File: src/hw/ifsw_cfg.svh
// constants for the identify feature and status word block
`ifndef IFSW_CFG_SVH
`define IFSW_CFG_SVH

`define IFSW_DATA_W          16
`define IFSW_ADDR_W          8

// software control registers
`define IFSW_OFF_FEAT_CTRL   8'h00
`define IFSW_OFF_UDMA_CTRL   8'h01
`define IFSW_OFF_ERASE_NORM  8'h02
`define IFSW_OFF_ERASE_ENH   8'h03
`define IFSW_OFF_STATUS      8'h04

// identify words, addressed by word number
`define IFSW_OFF_W85         8'h55
`define IFSW_OFF_W86         8'h56
`define IFSW_OFF_W87         8'h57
`define IFSW_OFF_W88         8'h58
`define IFSW_OFF_W89         8'h59
`define IFSW_OFF_W90         8'h5a
`define IFSW_OFF_W93         8'h5d

// word 85 field positions
`define IFSW_W85_NOP         14
`define IFSW_W85_RBUF        13
`define IFSW_W85_WBUF        12
`define IFSW_W85_HPA         10
`define IFSW_W85_LOOKAHEAD   6
`define IFSW_W85_WCACHE      5
`define IFSW_W85_PM          3
`define IFSW_W85_SEC         1
`define IFSW_W85_SUP_MASK    16'h746a
`define IFSW_W85_WR_MASK     16'h7468
`define IFSW_FEAT_RST        16'h7408

// fixed words
`define IFSW_W86_VAL         16'h3500
`define IFSW_W87_VALID_BIT   14

// ultra dma
`define IFSW_UDMA_MODES      7
`define IFSW_UDMA_SEL_LSB    8
`define IFSW_UDMA_MAX_RST    3'h6
`define IFSW_UDMA_MODE_RST   3'h0

// erase time coding
`define IFSW_ERASE_MAX_MIN   16'h01fc
`define IFSW_ERASE_OVER      8'hff
`define IFSW_ERASE_RST       8'h00

// word 93 positions
`define IFSW_W93_RST         16'h4000
`define IFSW_W93_CBLID       13
`define IFSW_W93_D1_LSB      8
`define IFSW_W93_D0_LSB      0

`endif

File: src/hw/ifsw_pkg.sv
// types shared by the identify feature and status word block
package ifsw_pkg;

	// levels sampled while the device hardware reset runs
	typedef struct packed {
		logic       cblid;
		logic       dev1;
		logic       pdiag_out;
		logic [1:0] devnum_method;
		logic       resp_dev1;
		logic       dasp_seen;
		logic       pdiag_seen;
		logic       diag_pass;
	} ifsw_hrst_in_t;

	typedef struct packed {
		logic       sel_valid;
		logic [2:0] mode;
	} ifsw_udma_t;

endpackage : ifsw_pkg

File: src/hw/ifsw_top.sv
// identify words 85 to 90 and 93 with their control registers and read port
//
// How it works
// RULE_01: word 85 shows enabled command and feature bits
// RULE_02: word 85 bit 1 follows security password enable
// RULE_03: word 85 bit 10 shows protected area enabled
// RULE_04: word 85 unused bits always read zero
// RULE_05: word 86 fixed ones at 13,12,10,8
// RULE_06: word 86 low five bits read zero
// RULE_07: word 87 shows only validity bit set
// RULE_08: word 88 one hot selected ultra dma mode
// RULE_09: word 88 low bits show supported modes
// RULE_10: normal erase time coded in two minute steps
// RULE_11: enhanced erase time uses same coding
// RULE_12: reset result bits change only during reset
// RULE_13: word 93 bit 15 zero, bit 14 one
// RULE_14: bit 13 records sampled cable detect level
// RULE_15: device 1 result in 12-8, else cleared
// RULE_16: device 1 bit 11 shows own diag assert
// RULE_17: two bit method field shows numbering source
// RULE_18: device 0 result in 7-0, else cleared
// RULE_19: device 0 bit 6 responds for device 1
// RULE_20: device 0 bit 3 diag pass, bit 0 one
// RULE_21: only supported features may become enabled
// RULE_22: words assembled live, read by word number
//
// Implementation choices: the strobed register port and the placing of the registers.
`timescale 1ns/10ps
`include "ifsw_cfg.svh"
module ifsw_top #(
	parameter logic [2:0] UDMA_MAX = `IFSW_UDMA_MAX_RST
) (
	input  wire logic                     clk,
	input  wire logic                     rst,
	input  wire logic [`IFSW_ADDR_W-1:0]  addr,
	input  wire logic [`IFSW_DATA_W-1:0]  wdata,
	input  wire logic                     wr,
	input  wire logic                     rd,
	output logic      [`IFSW_DATA_W-1:0]  rdata_r,
	input  wire logic                     sec_pw_set,
	input  wire logic                     sec_disable,
	input  wire logic                     hrst_active,
	input  wire ifsw_pkg::ifsw_hrst_in_t  hrst_in
);
	import ifsw_pkg::*;

	logic [15:0] feat_r;
	logic        sec_r;
	ifsw_udma_t  udma_r;
	logic [7:0]  erase_norm_r;
	logic [7:0]  erase_enh_r;
	logic        hrst_seen_r;
	logic [15:0] w85;
	logic [15:0] w87;
	logic [15:0] w88;
	logic [15:0] w93;
	logic [15:0] rdata_nxt;
	logic [2:0]  udma_max;
	// a literal cannot be bit-selected, so the support mask gets a name
	localparam logic [15:0] W85_SUP = `IFSW_W85_SUP_MASK;

	// minutes to erase time code, rounding up to the next two minutes
	function automatic logic [7:0] erase_code(input logic [15:0] minutes);
		logic [16:0] half;
		half = ({1'b0, minutes} + 17'h00001) >> 1;
		if (minutes == 16'h0000)
			erase_code = 8'h00;
		else if (minutes > `IFSW_ERASE_MAX_MIN)
			erase_code = `IFSW_ERASE_OVER;
		else
			erase_code = half[7:0];
	endfunction : erase_code

	assign udma_max = UDMA_MAX;

	// feature enables; unsupported bits never stick
	always_ff @(posedge clk) begin
		if (rst)
			feat_r <= `IFSW_FEAT_RST;
		else if (wr && addr == `IFSW_OFF_FEAT_CTRL)
			feat_r <= wdata & `IFSW_W85_WR_MASK; // RULE_21
	end

	// set wins so a password set in the disable cycle is kept
	always_ff @(posedge clk) begin
		if (rst)
			sec_r <= 1'b0;
		else if (sec_pw_set && W85_SUP[`IFSW_W85_SEC])
			sec_r <= 1'b1; // RULE_02
		else if (sec_disable)
			sec_r <= 1'b0;
	end

	// modes above the supported maximum are refused, old selection kept
	always_ff @(posedge clk) begin
		if (rst) begin
			udma_r.sel_valid <= 1'b0;
			udma_r.mode      <= `IFSW_UDMA_MODE_RST;
		end else if (wr && addr == `IFSW_OFF_UDMA_CTRL) begin
			if (!wdata[3] || wdata[2:0] <= udma_max) begin
				udma_r.sel_valid <= wdata[3];
				udma_r.mode      <= wdata[2:0]; // RULE_21
			end
		end
	end

	always_ff @(posedge clk) begin
		if (rst)
			erase_norm_r <= `IFSW_ERASE_RST;
		else if (wr && addr == `IFSW_OFF_ERASE_NORM)
			erase_norm_r <= erase_code(wdata); // RULE_10
	end

	always_ff @(posedge clk) begin
		if (rst)
			erase_enh_r <= `IFSW_ERASE_RST;
		else if (wr && addr == `IFSW_OFF_ERASE_ENH)
			erase_enh_r <= erase_code(wdata); // RULE_11
	end

	// tells software that word 93 has been filled at least once
	always_ff @(posedge clk) begin
		if (rst)
			hrst_seen_r <= 1'b0;
		else if (hrst_active)
			hrst_seen_r <= 1'b1;
	end

	always_comb begin
		w85 = feat_r & `IFSW_W85_WR_MASK; // RULE_01 RULE_03
		w85[`IFSW_W85_SEC] = sec_r; // RULE_02
		w85 = w85 & `IFSW_W85_SUP_MASK; // RULE_04
	end

	always_comb begin
		w87 = 16'h0000;
		w87[`IFSW_W87_VALID_BIT] = 1'b1; // RULE_07
	end

	ifsw_udma #(
		.MODES(`IFSW_UDMA_MODES)
	) u_udma (
		.udma     (udma_r),
		.max_mode (udma_max),
		.word     (w88)
	);

	ifsw_rstres u_rstres (
		.clk         (clk),
		.rst         (rst),
		.hrst_active (hrst_active),
		.hin         (hrst_in),
		.word        (w93)
	);

	// read mux; unmapped addresses answer zero
	always_comb begin
		rdata_nxt = 16'h0000;
		if (rd) begin
			unique case (addr)
				`IFSW_OFF_FEAT_CTRL:  rdata_nxt = feat_r;
				`IFSW_OFF_UDMA_CTRL:  rdata_nxt = {12'h000, udma_r};
				`IFSW_OFF_ERASE_NORM: rdata_nxt = {8'h00, erase_norm_r};
				`IFSW_OFF_ERASE_ENH:  rdata_nxt = {8'h00, erase_enh_r};
				`IFSW_OFF_STATUS:     rdata_nxt = {14'h0000, hrst_seen_r, sec_r};
				`IFSW_OFF_W85:        rdata_nxt = w85; // RULE_22
				`IFSW_OFF_W86:        rdata_nxt = `IFSW_W86_VAL; // RULE_05 RULE_06
				`IFSW_OFF_W87:        rdata_nxt = w87;
				`IFSW_OFF_W88:        rdata_nxt = w88;
				`IFSW_OFF_W89:        rdata_nxt = {8'h00, erase_norm_r};
				`IFSW_OFF_W90:        rdata_nxt = {8'h00, erase_enh_r};
				`IFSW_OFF_W93:        rdata_nxt = w93;
				default:              rdata_nxt = 16'h0000;
			endcase
		end
	end

	// data stand for one cycle only, zero otherwise
	always_ff @(posedge clk) begin
		if (rst)
			rdata_r <= 16'h0000;
		else
			rdata_r <= rdata_nxt; // RULE_22
	end

	AST_RD_IDLE: assert property (@(posedge clk) disable iff (rst) // RULE_22
		!rd |=> rdata_r == 16'h0000)
		else $error("read data present without a read");

	AST_W85_FEAT: assert property (@(posedge clk) disable iff (rst) // RULE_01
		rd && addr == `IFSW_OFF_W85 |=>
			rdata_r[`IFSW_W85_NOP] == $past(feat_r[`IFSW_W85_NOP])
			&& rdata_r[`IFSW_W85_LOOKAHEAD] == $past(feat_r[`IFSW_W85_LOOKAHEAD])
			&& rdata_r[`IFSW_W85_WCACHE] == $past(feat_r[`IFSW_W85_WCACHE])
			&& rdata_r[`IFSW_W85_PM] == $past(feat_r[`IFSW_W85_PM]))
		else $error("word 85 feature bits do not follow enables");

	AST_W85_SEC: assert property (@(posedge clk) disable iff (rst) // RULE_02
		sec_pw_set ##1 (!sec_disable) [*2] ##0 (rd && addr == `IFSW_OFF_W85)
			|=> rdata_r[`IFSW_W85_SEC])
		else $error("security enable not reported");

	AST_W85_HPA: assert property (@(posedge clk) disable iff (rst) // RULE_03
		wr && addr == `IFSW_OFF_FEAT_CTRL ##1 !wr ##1 (rd && addr == `IFSW_OFF_W85)
			|=> rdata_r[`IFSW_W85_HPA] == $past(wdata[`IFSW_W85_HPA], 3))
		else $error("protected area bit does not follow its enable");

	AST_W85_ZERO: assert property (@(posedge clk) disable iff (rst) // RULE_04
		rd && addr == `IFSW_OFF_W85 |=> (rdata_r & ~`IFSW_W85_SUP_MASK) == 16'h0000)
		else $error("word 85 reserved bit set");

	AST_W86: assert property (@(posedge clk) disable iff (rst) // RULE_06
		rd && addr == `IFSW_OFF_W86 |=> rdata_r == 16'h3500 && rdata_r[4:0] == 5'h00)
		else $error("word 86 wrong");

	AST_W87: assert property (@(posedge clk) disable iff (rst) // RULE_07
		rd && addr == `IFSW_OFF_W87 |=> !rdata_r[15] && $onehot(rdata_r))
		else $error("word 87 wrong");

	AST_W88_SEL: assert property (@(posedge clk) disable iff (rst) // RULE_08
		$onehot0(w88[14:8])
			&& (!udma_r.sel_valid || w88[`IFSW_UDMA_SEL_LSB + udma_r.mode]))
		else $error("ultra dma selection not one hot on the mode");

	AST_W88_SUP: assert property (@(posedge clk) disable iff (rst) // RULE_09
		((w88[6:0] + 7'h01) & w88[6:0]) == 7'h00 && w88[0])
		else $error("ultra dma support field not a thermometer");

	AST_UDMA_REFUSE: assert property (@(posedge clk) disable iff (rst) // RULE_21
		wr && addr == `IFSW_OFF_UDMA_CTRL && wdata[3] && wdata[2:0] > udma_max
			|=> $stable(udma_r))
		else $error("unsupported ultra dma mode accepted");

	AST_ERASE_OVER: assert property (@(posedge clk) disable iff (rst) // RULE_10
		wr && addr == `IFSW_OFF_ERASE_NORM && wdata > 16'h01fc
			|=> erase_norm_r == 8'hff)
		else $error("long erase time not coded as 255");

	AST_ERASE_ENH: assert property (@(posedge clk) disable iff (rst) // RULE_11
		wr && addr == `IFSW_OFF_ERASE_ENH && wdata != 16'h0000 && wdata <= 16'h01fc
			|=> erase_enh_r != 8'h00 && erase_enh_r != 8'hff
			&& {erase_enh_r, 1'b0} >= $past(wdata[8:0]))
		else $error("enhanced erase time coded wrong");

	AST_W93_FIXED: assert property (@(posedge clk) disable iff (rst) // RULE_13
		rd && addr == `IFSW_OFF_W93 |=> rdata_r[15:14] == 2'b01)
		else $error("word 93 fixed bits wrong");

	AST_W93_CBLID: assert property (@(posedge clk) disable iff (rst) // RULE_14
		hrst_active ##1 !hrst_active [*2] |-> w93[13] == $past(hrst_in.cblid, 2))
		else $error("cable detect level not held");

	AST_W93_PDIAG: assert property (@(posedge clk) disable iff (rst) // RULE_16
		hrst_active && hrst_in.dev1 |=> w93[11] == $past(hrst_in.pdiag_out)
			&& w93[10:9] == $past(hrst_in.devnum_method))
		else $error("device 1 diag or method wrong");

	AST_W93_RESP: assert property (@(posedge clk) disable iff (rst) // RULE_19
		hrst_active && !hrst_in.dev1 |=> w93[6] == $past(hrst_in.resp_dev1)
			&& w93[2:1] == $past(hrst_in.devnum_method) && w93[0])
		else $error("device 0 response bit wrong");

	// end to end: a feature write shows up in word 85
	AST_W85_WRITE: assert property (@(posedge clk) disable iff (rst) // RULE_01
		wr && addr == `IFSW_OFF_FEAT_CTRL ##1 !wr ##1 (rd && addr == `IFSW_OFF_W85)
			|=> (rdata_r & `IFSW_W85_WR_MASK) == ($past(wdata, 3) & `IFSW_W85_WR_MASK))
		else $error("word 85 does not follow the feature write");

	AST_SEC_SET: assert property (@(posedge clk) disable iff (rst) // RULE_02
		sec_pw_set |=> sec_r)
		else $error("security enable not set by password");

	AST_SEC_CLEAR: assert property (@(posedge clk) disable iff (rst) // RULE_02
		sec_disable && !sec_pw_set |=> !sec_r)
		else $error("security enable not cleared");

	AST_FEAT_MASK: assert property (@(posedge clk) disable iff (rst) // RULE_21
		(feat_r & ~`IFSW_W85_WR_MASK) == 16'h0000)
		else $error("unsupported feature held as enabled");

	AST_CTRL_READ: assert property (@(posedge clk) disable iff (rst) // RULE_21
		rd && addr == `IFSW_OFF_FEAT_CTRL |=> (rdata_r & ~`IFSW_W85_WR_MASK) == 16'h0000)
		else $error("feature control read shows unsupported bits");

	AST_UDMA_TAKE: assert property (@(posedge clk) disable iff (rst) // RULE_08
		wr && addr == `IFSW_OFF_UDMA_CTRL && wdata[3] && wdata[2:0] <= udma_max
			|=> w88[14:8] == (7'h01 << $past(wdata[2:0])))
		else $error("supported ultra dma mode not selected");

	AST_UDMA_OFF: assert property (@(posedge clk) disable iff (rst) // RULE_08
		wr && addr == `IFSW_OFF_UDMA_CTRL && !wdata[3]
			|=> w88[14:8] == 7'h00)
		else $error("ultra dma selection left set");

	AST_UDMA_READ: assert property (@(posedge clk) disable iff (rst) // RULE_21
		rd && addr == `IFSW_OFF_UDMA_CTRL |=> rdata_r[15:4] == 12'h000)
		else $error("ultra dma control read has stray bits");

	// read port returns each word as it stands
	AST_W88_READ: assert property (@(posedge clk) disable iff (rst) // RULE_22
		rd && addr == `IFSW_OFF_W88 |=> rdata_r == $past(w88))
		else $error("word 88 read back wrong");

	AST_ERASE_ZERO: assert property (@(posedge clk) disable iff (rst) // RULE_10
		wr && addr == `IFSW_OFF_ERASE_NORM && wdata == 16'h0000
			|=> erase_norm_r == 8'h00)
		else $error("unspecified erase time not coded as zero");

	AST_ERASE_NORM: assert property (@(posedge clk) disable iff (rst) // RULE_10
		wr && addr == `IFSW_OFF_ERASE_NORM && wdata != 16'h0000 && wdata <= 16'h01fc
			|=> erase_norm_r != 8'h00 && erase_norm_r != 8'hff
			&& ({erase_norm_r, 1'b0} - $past(wdata[8:0])) <= 9'h001)
		else $error("normal erase time not rounded up to two minutes");

	AST_ERASE_ENH_OVER: assert property (@(posedge clk) disable iff (rst) // RULE_11
		wr && addr == `IFSW_OFF_ERASE_ENH && wdata > 16'h01fc
			|=> erase_enh_r == 8'hff)
		else $error("long enhanced erase time not coded as 255");

	AST_ERASE_ENH_ZERO: assert property (@(posedge clk) disable iff (rst) // RULE_11
		wr && addr == `IFSW_OFF_ERASE_ENH && wdata == 16'h0000
			|=> erase_enh_r == 8'h00)
		else $error("unspecified enhanced erase time not coded as zero");

	AST_W89_READ: assert property (@(posedge clk) disable iff (rst) // RULE_10
		rd && addr == `IFSW_OFF_W89 |=> rdata_r == {8'h00, $past(erase_norm_r)})
		else $error("word 89 read back wrong");

	AST_W90_READ: assert property (@(posedge clk) disable iff (rst) // RULE_11
		rd && addr == `IFSW_OFF_W90 |=> rdata_r == {8'h00, $past(erase_enh_r)})
		else $error("word 90 read back wrong");

	AST_W93_READ: assert property (@(posedge clk) disable iff (rst) // RULE_22
		rd && addr == `IFSW_OFF_W93 |=> rdata_r == $past(w93))
		else $error("word 93 read back wrong");

	AST_HRST_SEEN: assert property (@(posedge clk) disable iff (rst) // RULE_12
		hrst_active |=> hrst_seen_r)
		else $error("capture flag not set by hardware reset");

	AST_STATUS: assert property (@(posedge clk) disable iff (rst) // RULE_02
		rd && addr == `IFSW_OFF_STATUS
			|=> rdata_r[15:2] == 14'h0000 && rdata_r[0] == $past(sec_r))
		else $error("status read wrong");

endmodule : ifsw_top

File: src/hw/ifsw_udma.sv
// ultra dma selected and supported word
`timescale 1ns/10ps
`include "ifsw_cfg.svh"
module ifsw_udma #(
	parameter int MODES = `IFSW_UDMA_MODES
) (
	input  wire ifsw_pkg::ifsw_udma_t udma,
	input  wire logic [2:0]          max_mode,
	output logic [15:0]              word
);
	import ifsw_pkg::*;

	genvar gi;
	generate
		for (gi = 0; gi < MODES; gi++) begin : g_mode
			// one hot select, thermometer support
			assign word[`IFSW_UDMA_SEL_LSB + gi] = udma.sel_valid && (udma.mode == 3'(gi)); // RULE_08
			assign word[gi] = (3'(gi) <= max_mode); // RULE_09
		end
	endgenerate
	assign word[15] = 1'b0;
	assign word[7]  = 1'b0;
endmodule : ifsw_udma

File: src/hw/ifsw_rstres.sv
// hardware reset result word, captured while the device reset runs
`timescale 1ns/10ps
`include "ifsw_cfg.svh"
module ifsw_rstres (
	input  wire logic                    clk,
	input  wire logic                    rst,
	input  wire logic                    hrst_active,
	input  wire ifsw_pkg::ifsw_hrst_in_t hin,
	output logic [15:0]                  word
);
	import ifsw_pkg::*;

	// bit 13 stored too: the cable level only means something as sampled in reset
	logic [13:0] res_r;
	logic [13:0] res_nxt;

	always_comb begin
		res_nxt = '0;
		res_nxt[`IFSW_W93_CBLID] = hin.cblid; // RULE_14
		if (hin.dev1) begin
			// device 1 half, device 0 half stays clear
			res_nxt[`IFSW_W93_D1_LSB + 3]   = hin.pdiag_out; // RULE_16
			res_nxt[`IFSW_W93_D1_LSB + 1 +: 2] = hin.devnum_method; // RULE_17
			res_nxt[`IFSW_W93_D1_LSB]       = 1'b1; // RULE_15
		end else begin
			res_nxt[`IFSW_W93_D0_LSB + 6]   = hin.resp_dev1; // RULE_19
			res_nxt[`IFSW_W93_D0_LSB + 5]   = hin.dasp_seen;
			res_nxt[`IFSW_W93_D0_LSB + 4]   = hin.pdiag_seen;
			res_nxt[`IFSW_W93_D0_LSB + 3]   = hin.diag_pass; // RULE_20
			res_nxt[`IFSW_W93_D0_LSB + 1 +: 2] = hin.devnum_method; // RULE_17
			res_nxt[`IFSW_W93_D0_LSB]       = 1'b1; // RULE_18
		end
	end

	always_ff @(posedge clk) begin
		if (rst)
			res_r <= '0;
		else if (hrst_active)
			res_r <= res_nxt; // RULE_12
	end

	assign word = `IFSW_W93_RST | {2'h0, res_r}; // RULE_13

	AST_W93_HOLD: assert property (@(posedge clk) disable iff (rst) // RULE_12
		!hrst_active |=> $stable(word[12:0]))
		else $error("reset result changed outside hardware reset");
	AST_W93_HALVES: assert property (@(posedge clk) disable iff (rst) // RULE_15
		hrst_active && hin.dev1 |=> word[7:0] == 8'h00 && word[8])
		else $error("device 1 result halves wrong");
	AST_W93_DEV0: assert property (@(posedge clk) disable iff (rst) // RULE_18
		hrst_active && !hin.dev1 |=> word[12:8] == 5'h00 && word[0]
			&& word[3] == $past(hin.diag_pass))
		else $error("device 0 result halves wrong");
endmodule : ifsw_rstres

File: config.mk
export PLATFORM = sky130hd
export DESIGN_NAME = ifsw_top
export DESIGN_NICKNAME = d
export VERILOG_FILES = /design/src/hw/ifsw_pkg.sv /design/src/hw/ifsw_top.sv /design/src/hw/ifsw_udma.sv /design/src/hw/ifsw_rstres.sv
export VERILOG_INCLUDE_DIRS = /design/src /design/src/hw
export SDC_FILE = /design/constraint.sdc
export NUM_CORES = 1
export LEC_CHECK = 0
export BUFFER_PORTS_ARGS = -buffer_cell sky130_fd_sc_hd__buf_2
export CORE_MARGIN = 10
export CORE_UTILIZATION = 55
export CTS_BUF_LIST = sky130_fd_sc_hd__clkbuf_4 sky130_fd_sc_hd__clkbuf_8
export CTS_CLUSTER_DIAMETER = 150
export DETAILED_ROUTE_END_ITERATION = 10
export PLACE_DENSITY = 0.84
export SLEW_MARGIN = 5
export SYNTH_ARGS = -nofsm -noshare
export SYNTH_HDL_FRONTEND = slang
export SYNTH_SLANG_ARGS = --single-unit
File: constraint.sdc
create_clock -name clk -period 2.15 [get_ports clk]
set_input_delay 0.1075 -clock clk [delete_from_list [all_inputs] [get_ports clk]]
set_output_delay 0.1075 -clock clk [all_outputs]
set_load 0.005 [all_outputs]
**Word-level counts from Yosys, hierarchy flattened**

Cells that the tools add are included.

- Bits of input ports: 40
- Output and inout bits: 16
- Register bits: 57
- Logic and storage cells: 58

- Bitwise logic cells: 1
- $add $sub $neg: 1
- Equality and inequality tests: 17
- Mux-type cells: 7
- Reduce and logical (&&, ||, !) cells: 21
- $lt $le $gt $ge: 2

Operators with widths:

| cell | number |
|---|---|
| $pmux W15 S10 | 1 |
| $eq A8 B7 Y1 const B | 7 |
| $eq A8 B2 Y1 const B | 2 |
| $gt A16 B9 Y1 const B | 1 |
| $logic_not A16 Y1 | 1 |
| $mux W8 | 2 |
| $logic_and A1 B1 Y1 | 11 |
| $add A9 B1 Y9 const B | 1 |
| $eq A3 B3 Y1 const B | 3 |
| $eq A8 B1 Y1 const B | 1 |
| $eq A8 B3 Y1 const B | 1 |
| $logic_not A8 Y1 | 1 |
| $mux W7 | 1 |
| $eq A3 B2 Y1 const B | 2 |
| $reduce_or A2 Y1 | 3 |
| $mux W4 | 1 |
| $eq A3 B1 Y1 const B | 1 |
| $le A3 B3 Y1 const B | 1 |
| $logic_not A3 Y1 | 1 |
| $mux W1 | 2 |
| $reduce_and A2 Y1 | 1 |
| $reduce_bool A2 Y1 | 1 |
| $logic_not A1 Y1 | 1 |
| $logic_or A1 B1 Y1 | 1 |
| $not A1 Y1 | 1 |

**Longest topological paths before layout**

- Word-level depth: 3
- Mapped depth: 7
- Mapped depth without buffers: 6

**Modules after synthesis**

From an unflattened synthesis, not the netlist that was laid out.

- Cells, all modules: 361
- Area, all modules: 3046.7 um^2

By module, submodules not included:

| module | area each (um^2) | cells an instance | instances | seq. area each (um^2) |
|---|---|---|---|---|
| ifsw_top | 2392.3 | 288 | 1 | 900.9 |
| ifsw_rstres | 508.0 | 55 | 1 | 240.2 |
| ifsw_udma | 146.4 | 18 | 1 | 0.0 |

**Worst setup path before layout**

No wires, ideal clock.

- Path type: input-to-reg
- Start point: input wdata[14]
- End point: register erase_enh_r[1]
- Path buffers: 0
- Arrival time: 1.193 ns
- Setup slack: 0.827 ns
- Stages: 5
- Data required time: 2.020 ns
- Setup time: 0.130 ns
- Cells stage by stage: or4_4 -> nor4_4 -> o21ai_2 -> nor2_1 -> o32ai_1

- Word-level cells in the longest chain between the ends: 3
- Elaborated cells on any way between the ends: 4
- Classes of those cells: 1 x order compare; 2 x mux; 1 x reduce/logical

RTL lines:

| item | RTL line | source |
|---|---|---|
| start, declared | ifsw_top.sv:36 | `` input wire logic [`IFSW_DATA_W-1:0] wdata, `` |
| $gt A16 B9 Y1 (no source line) | n/a |  |
| $mux W8 | ifsw_top.sv:68 | `` else if (minutes > `IFSW_ERASE_MAX_MIN) `` |
| $mux W8 * | ifsw_top.sv:66 | `if (minutes == 16'h0000)` |
| end signal, assigned | ifsw_top.sv:116 | `` erase_enh_r <= `IFSW_ERASE_RST; `` |
| end signal, assigned | ifsw_top.sv:118 | `erase_enh_r <= erase_code(wdata);` |
| end, declared | ifsw_top.sv:51 | `logic [7:0] erase_enh_r;` |

Every way passes the cells marked *; elsewhere a longest branch is shown, timed or not.
A chain may end at the register's enable or synchronous reset.

**Final worst setup path**

- Start point: input wdata[14]
- End point: register erase_norm_r[3]

- Word-level cells in the longest chain between the ends: 3
- Elaborated cells on any way between the ends: 4
- Classes of those cells: 1 x order compare; 2 x mux; 1 x reduce/logical

RTL lines:

| item | RTL line | source |
|---|---|---|
| $gt A16 B9 Y1 (no source line) | n/a |  |
| $mux W8 | ifsw_top.sv:68 |  |
| $mux W8 * | ifsw_top.sv:66 |  |
| end signal, assigned | ifsw_top.sv:109 | `` erase_norm_r <= `IFSW_ERASE_RST; `` |
| end signal, assigned | ifsw_top.sv:111 | `erase_norm_r <= erase_code(wdata);` |
| end, declared | ifsw_top.sv:50 | `logic [7:0] erase_norm_r;` |

Marks and branches as above.

==> impl_table.tex <==
\begin{tabular}{lr}
\hline
Metric & Value \\
\hline
\multicolumn{2}{l}{\textbf{Run status}} \\
\quad Result of the run & completed \\
\multicolumn{2}{l}{\textbf{Detailed routing}} \\
\quad Initial DRT Pass Iterations & 4 \\
\quad Count of unresolved DRC violations after routing & 0 \\
\quad Via total after detailed routing & 2,603 \\
\quad Initial DRC count & 285 \\
\quad Routed wire length & 7320 um \\
\quad Average wire per cell in the routed design & 16.6 um \\
\quad Number of antenna-violating nets in the routed design & 0 \\
\quad Via density & 5.92 \\
\multicolumn{2}{l}{\textbf{Final layout}} \\
\quad P\&R area growth vs syn & 12.1\% \\
\quad Filler cell count in the final layout & 473 \\
\quad Total area of sequential cells & 1120 um\^{}2 \\
\quad Final Util & 63.5\% \\
\quad Commonest cells after routing, fill and taps aside & sky130\_fd\_sc\_hd\_\_dfxtp\_1, sky130\_fd\_sc\_hd\_\_buf\_2, sky130\_fd\_sc\_hd\_\_nor2\_1 \\
\quad Final net count & 412 \\
\quad Share of post-route cells with drive strength above 1 & 24.6\% \\
\quad Number of inserted diodes & 0 \\
\quad Leading cell type in the layout, fill and taps excluded & sky130\_fd\_sc\_hd\_\_dfxtp\_1 \\
\quad Multi-input combinational cell area & 1590 um\^{}2 \\
\quad Final Non-Filler Cells & 440 \\
\multicolumn{2}{l}{\textbf{STA}} \\
\quad Summed negative setup slack over all endpoints & 0 ns \\
\quad Final worst path period need & 1.79 ns \\
\quad Unrepaired setup endpoints after global routing & no \\
\quad Worst setup skew after layout & 0.0109 ns \\
\quad Hold Fails Final Rpt & 0 \\
\quad Max Fclk & 558 MHz \\
\quad Number of setup violations in the final report & 0 \\
\quad Final period util & 83.4\% \\
\quad Max Slew Vio Count & 0 \\
\multicolumn{2}{l}{\textbf{Clocking}} \\
\quad Number of buffers inserted by post-CTS setup repair & 0 \\
\quad Resize count post-CTS & 0 \\
\quad Clock buffer depth & 2 \\
\quad Clock Latency Late Sink & 0.32 ns \\
\quad Clock-pin slew of the registers on the worst-case setup and hold paths & 0.10 ns \\
\quad Num CTS Buffers & 5 \\
\quad Master cell of the clock root buffer & sky130\_fd\_sc\_hd\_\_clkbuf\_8 \\
\quad TritonCTS clock tree & done \\
\quad Cts hold-fix bufs & 1 \\
\quad TritonCTS sink count & 56 \\
\quad Clock H-tree levels & 2 \\
\multicolumn{2}{l}{\textbf{Placement}} \\
\quad Estimated wirelength of the detail-placed design & 5620 um \\
\quad GP Congestion & 0.924 \\
\quad Instance count after placement with tap cells included & 431 \\
\quad Number of input and output port buffers inserted & 54 \\
\multicolumn{2}{l}{\textbf{Synth}} \\
\quad Cell count after synthesis & 326 \\
\quad Number of flip-flops and latches in the synthesized netlist & 56 \\
\quad Biggest area contributors in the synthesized netlist & sky130\_fd\_sc\_hd\_\_dfxtp\_1, sky130\_fd\_sc\_hd\_\_nor2\_1, sky130\_fd\_sc\_hd\_\_a21oi\_1 \\
\quad Primary flip-flop cell chosen by synthesis mapping & sky130\_fd\_sc\_hd\_\_dfxtp\_1 \\
\quad Fraction of synthesis flops using an asynchronous set or reset pin & 0\% \\
\quad Post-synth EDFFs & 0 \\
\quad Net Count, Synth & 369 \\
\quad Mean post-synth cell area & 8.82 um\^{}2 \\
\quad Fraction of the yosys area taken by sequential cells & 39.0\% \\
\quad Post-synthesis cell area & 2880 um\^{}2 \\
\quad Post-synthesis cell type count & 65 \\
\quad Cell type with the largest total area after synthesis & sky130\_fd\_sc\_hd\_\_dfxtp\_1 \\
\quad Yosys warning total & 0 \\
\quad Fraction of post-synthesis cell area in the top cell type by area & 39.0\% \\
\multicolumn{2}{l}{\textbf{Floorplanning}} \\
\quad Die ar. & 8520 um\^{}2 \\
\quad Std-Cell Core Area & 5070 um\^{}2 \\
\quad Number of rows created at floorplan & 26 \\
\quad Height of the die & 92.3 um \\
\quad Starting density of the core & 56.7\% \\
\quad Chip Width & 92.3 um \\
\quad Number of top-level design ports & 56 \\
\multicolumn{2}{l}{\textbf{Power}} \\
\quad Power density normalized to cell area & 574 nW/um\^{}2 \\
\quad Leakage component of the power & 1.15 nW \\
\quad Total power draw & 1.85 mW \\
\quad Maximum resistive drop on vdd & 0.362 mV \\
\multicolumn{2}{l}{\textbf{Setup path}} \\
\quad Critical Path Source Type & input port \\
\quad Max FO, Critical Path & 4 \\
\quad Signal arrival time at the worst endpoint & 1.99 ns \\
\quad Critical Path RT & 2.34 ns \\
\quad Kind of end point of the critical path & register \\
\quad Type of the worst setup path & input port to register \\
\multicolumn{2}{l}{\textbf{Run}} \\
\quad Number of violations of the max-capacitance limit & 0 \\
\multicolumn{2}{l}{\textbf{Global routing}} \\
\quad Initial antenna violation count & 0 \\
\quad Largest net degree at the start of global routing & 43 \\
\quad All-layer global routing usage & 17.0\% \\
\quad Overflow after GRT & 0 \\
\quad Global-route wire length before repair & 12,100 um \\
\quad Number of global-route vias before repair & 2,434 \\
\multicolumn{2}{l}{\textbf{Min path}} \\
\quad Worst hold path type & input port to register \\
\hline
\end{tabular}
## critical path, cell delays in order
cell and delay [ns]:
sky130_fd_sc_hd__dlygate4sd3_1 0.53, sky130_fd_sc_hd__buf_2 0.13, sky130_fd_sc_hd__or4_4 0.54, sky130_fd_sc_hd__nor4_4 0.26, sky130_fd_sc_hd__o21ai_2 0.15, sky130_fd_sc_hd__nor2_2 0.18, sky130_fd_sc_hd__a211oi_1 0.09
## final cells by class
| cell class | count | share of cell area [%] |
|---|---|---|
| sequential | 56 | 34.8 |
| multi-input combinational | 237 | 49.2 |
| inverter | 13 | 1.51 |
| clock inverter | 3 | 0.776 |
| timing repair buffer | 56 | 8.93 |
| tap | 70 | 2.72 |
| clock buffer | 5 | 2.13 |
## metal layers
metal / global-route usage [%] / vias up / share of wire [%]
met5: 0 / - / 0
met4: 5.14 / 0 / 1.3
met3: 4.60 / 15 / 8.8
met2: 25.8 / 116 / 44
met1: 23.0 / 1201 / 46
li1: - / 1271 / -
## synth_stat cells (2+ instances only)
master,number
sky130_fd_sc_hd__inv_1,11
sky130_fd_sc_hd__nand4_1,6
sky130_fd_sc_hd__a211oi_1,5
sky130_fd_sc_hd__mux2i_1,6
sky130_fd_sc_hd__a211oi_2,2
sky130_fd_sc_hd__a31oi_1,6
sky130_fd_sc_hd__buf_6,4
sky130_fd_sc_hd__a22oi_1,4
sky130_fd_sc_hd__clkbuf_1,8
sky130_fd_sc_hd__a41oi_1,3
sky130_fd_sc_hd__a22o_1,2
sky130_fd_sc_hd__inv_2,2
sky130_fd_sc_hd__nand3b_1,3
sky130_fd_sc_hd__a21oi_2,3
sky130_fd_sc_hd__nor3_4,2
sky130_fd_sc_hd__and2b_1,2
sky130_fd_sc_hd__xnor2_1,3
sky130_fd_sc_hd__nand2b_1,4
sky130_fd_sc_hd__ha_1,3
sky130_fd_sc_hd__a211o_1,5
sky130_fd_sc_hd__nand2_1,19
sky130_fd_sc_hd__a32oi_1,3
sky130_fd_sc_hd__or2_2,2
sky130_fd_sc_hd__nor2_1,43
sky130_fd_sc_hd__dfxtp_1,56
sky130_fd_sc_hd__o22ai_1,3
sky130_fd_sc_hd__buf_4,2
sky130_fd_sc_hd__and3_1,2
sky130_fd_sc_hd__a21oi_1,23
sky130_fd_sc_hd__nor2_4,3
sky130_fd_sc_hd__nand3_1,14
sky130_fd_sc_hd__a311oi_1,6
sky130_fd_sc_hd__nand2_2,2
sky130_fd_sc_hd__nor3_1,2
sky130_fd_sc_hd__nor2b_1,15
sky130_fd_sc_hd__o32ai_1,5
sky130_fd_sc_hd__o21ai_0,4
sky130_fd_sc_hd__a221oi_1,4
sky130_fd_sc_hd__xor2_1,3
sky130_fd_sc_hd__nor4_1,2
sky130_fd_sc_hd__buf_2,5
## path summary, 6_finish.rpt
kind                  start         endpoint  slack, ns  cells past startpoint
max               wdata[14]  erase_norm_r[3]       0.36                      7
min              sec_pw_set            sec_r     0.0008                      3
max reg2reg       udma_r[2]      rdata_r[14]       0.85                      4
min reg2reg  erase_enh_r[4]       rdata_r[4]       0.48                      2
## power breakdown
part | total (mW) | internal (mW) | switching, mW
clock network | 0.602 | 0.238 | 0.364
logic | 0.187 | 0.0695 | 0.117
registers | 1.06 | 1.05 | 0.00997
total | 1.85 | 1.36 | 0.492
## flip-flops by register name, indices dropped and copies added (netlist names)
register and flops:
erase_norm_r 8, erase_enh_r 8, udma_r 4, feat_r 7, sec_r 1, u_rstres.res_r 12, hrst_seen_r 1, rdata_r 15
## cell families after synthesis
logic type / Yosys count / share of synthesized area, %
simple gates: 134 / 26.9
compound gates: 87 / 22.9
flops: 56 / 39.0
buf+inv: 33 / 5.87
xor+xnor: 6 / 1.83
mux: 6 / 2.09
fa+ha+maj: 3 / 1.31
other cells: 1 / 0.130
## stage by stage
stage	area (um^2)	setup slack (ns)	hold WS [ns]
final	3220	0.358	0.000836
after global routing	3220	0.251	0.0231
after CTS	3220	0.346	0.00310
after detailed placement	3120	0.418	0.327
after floorplan	2880	0.827	0.207
after global placement	3120	0.437	0.316
(Power assumes the default switching activity.)
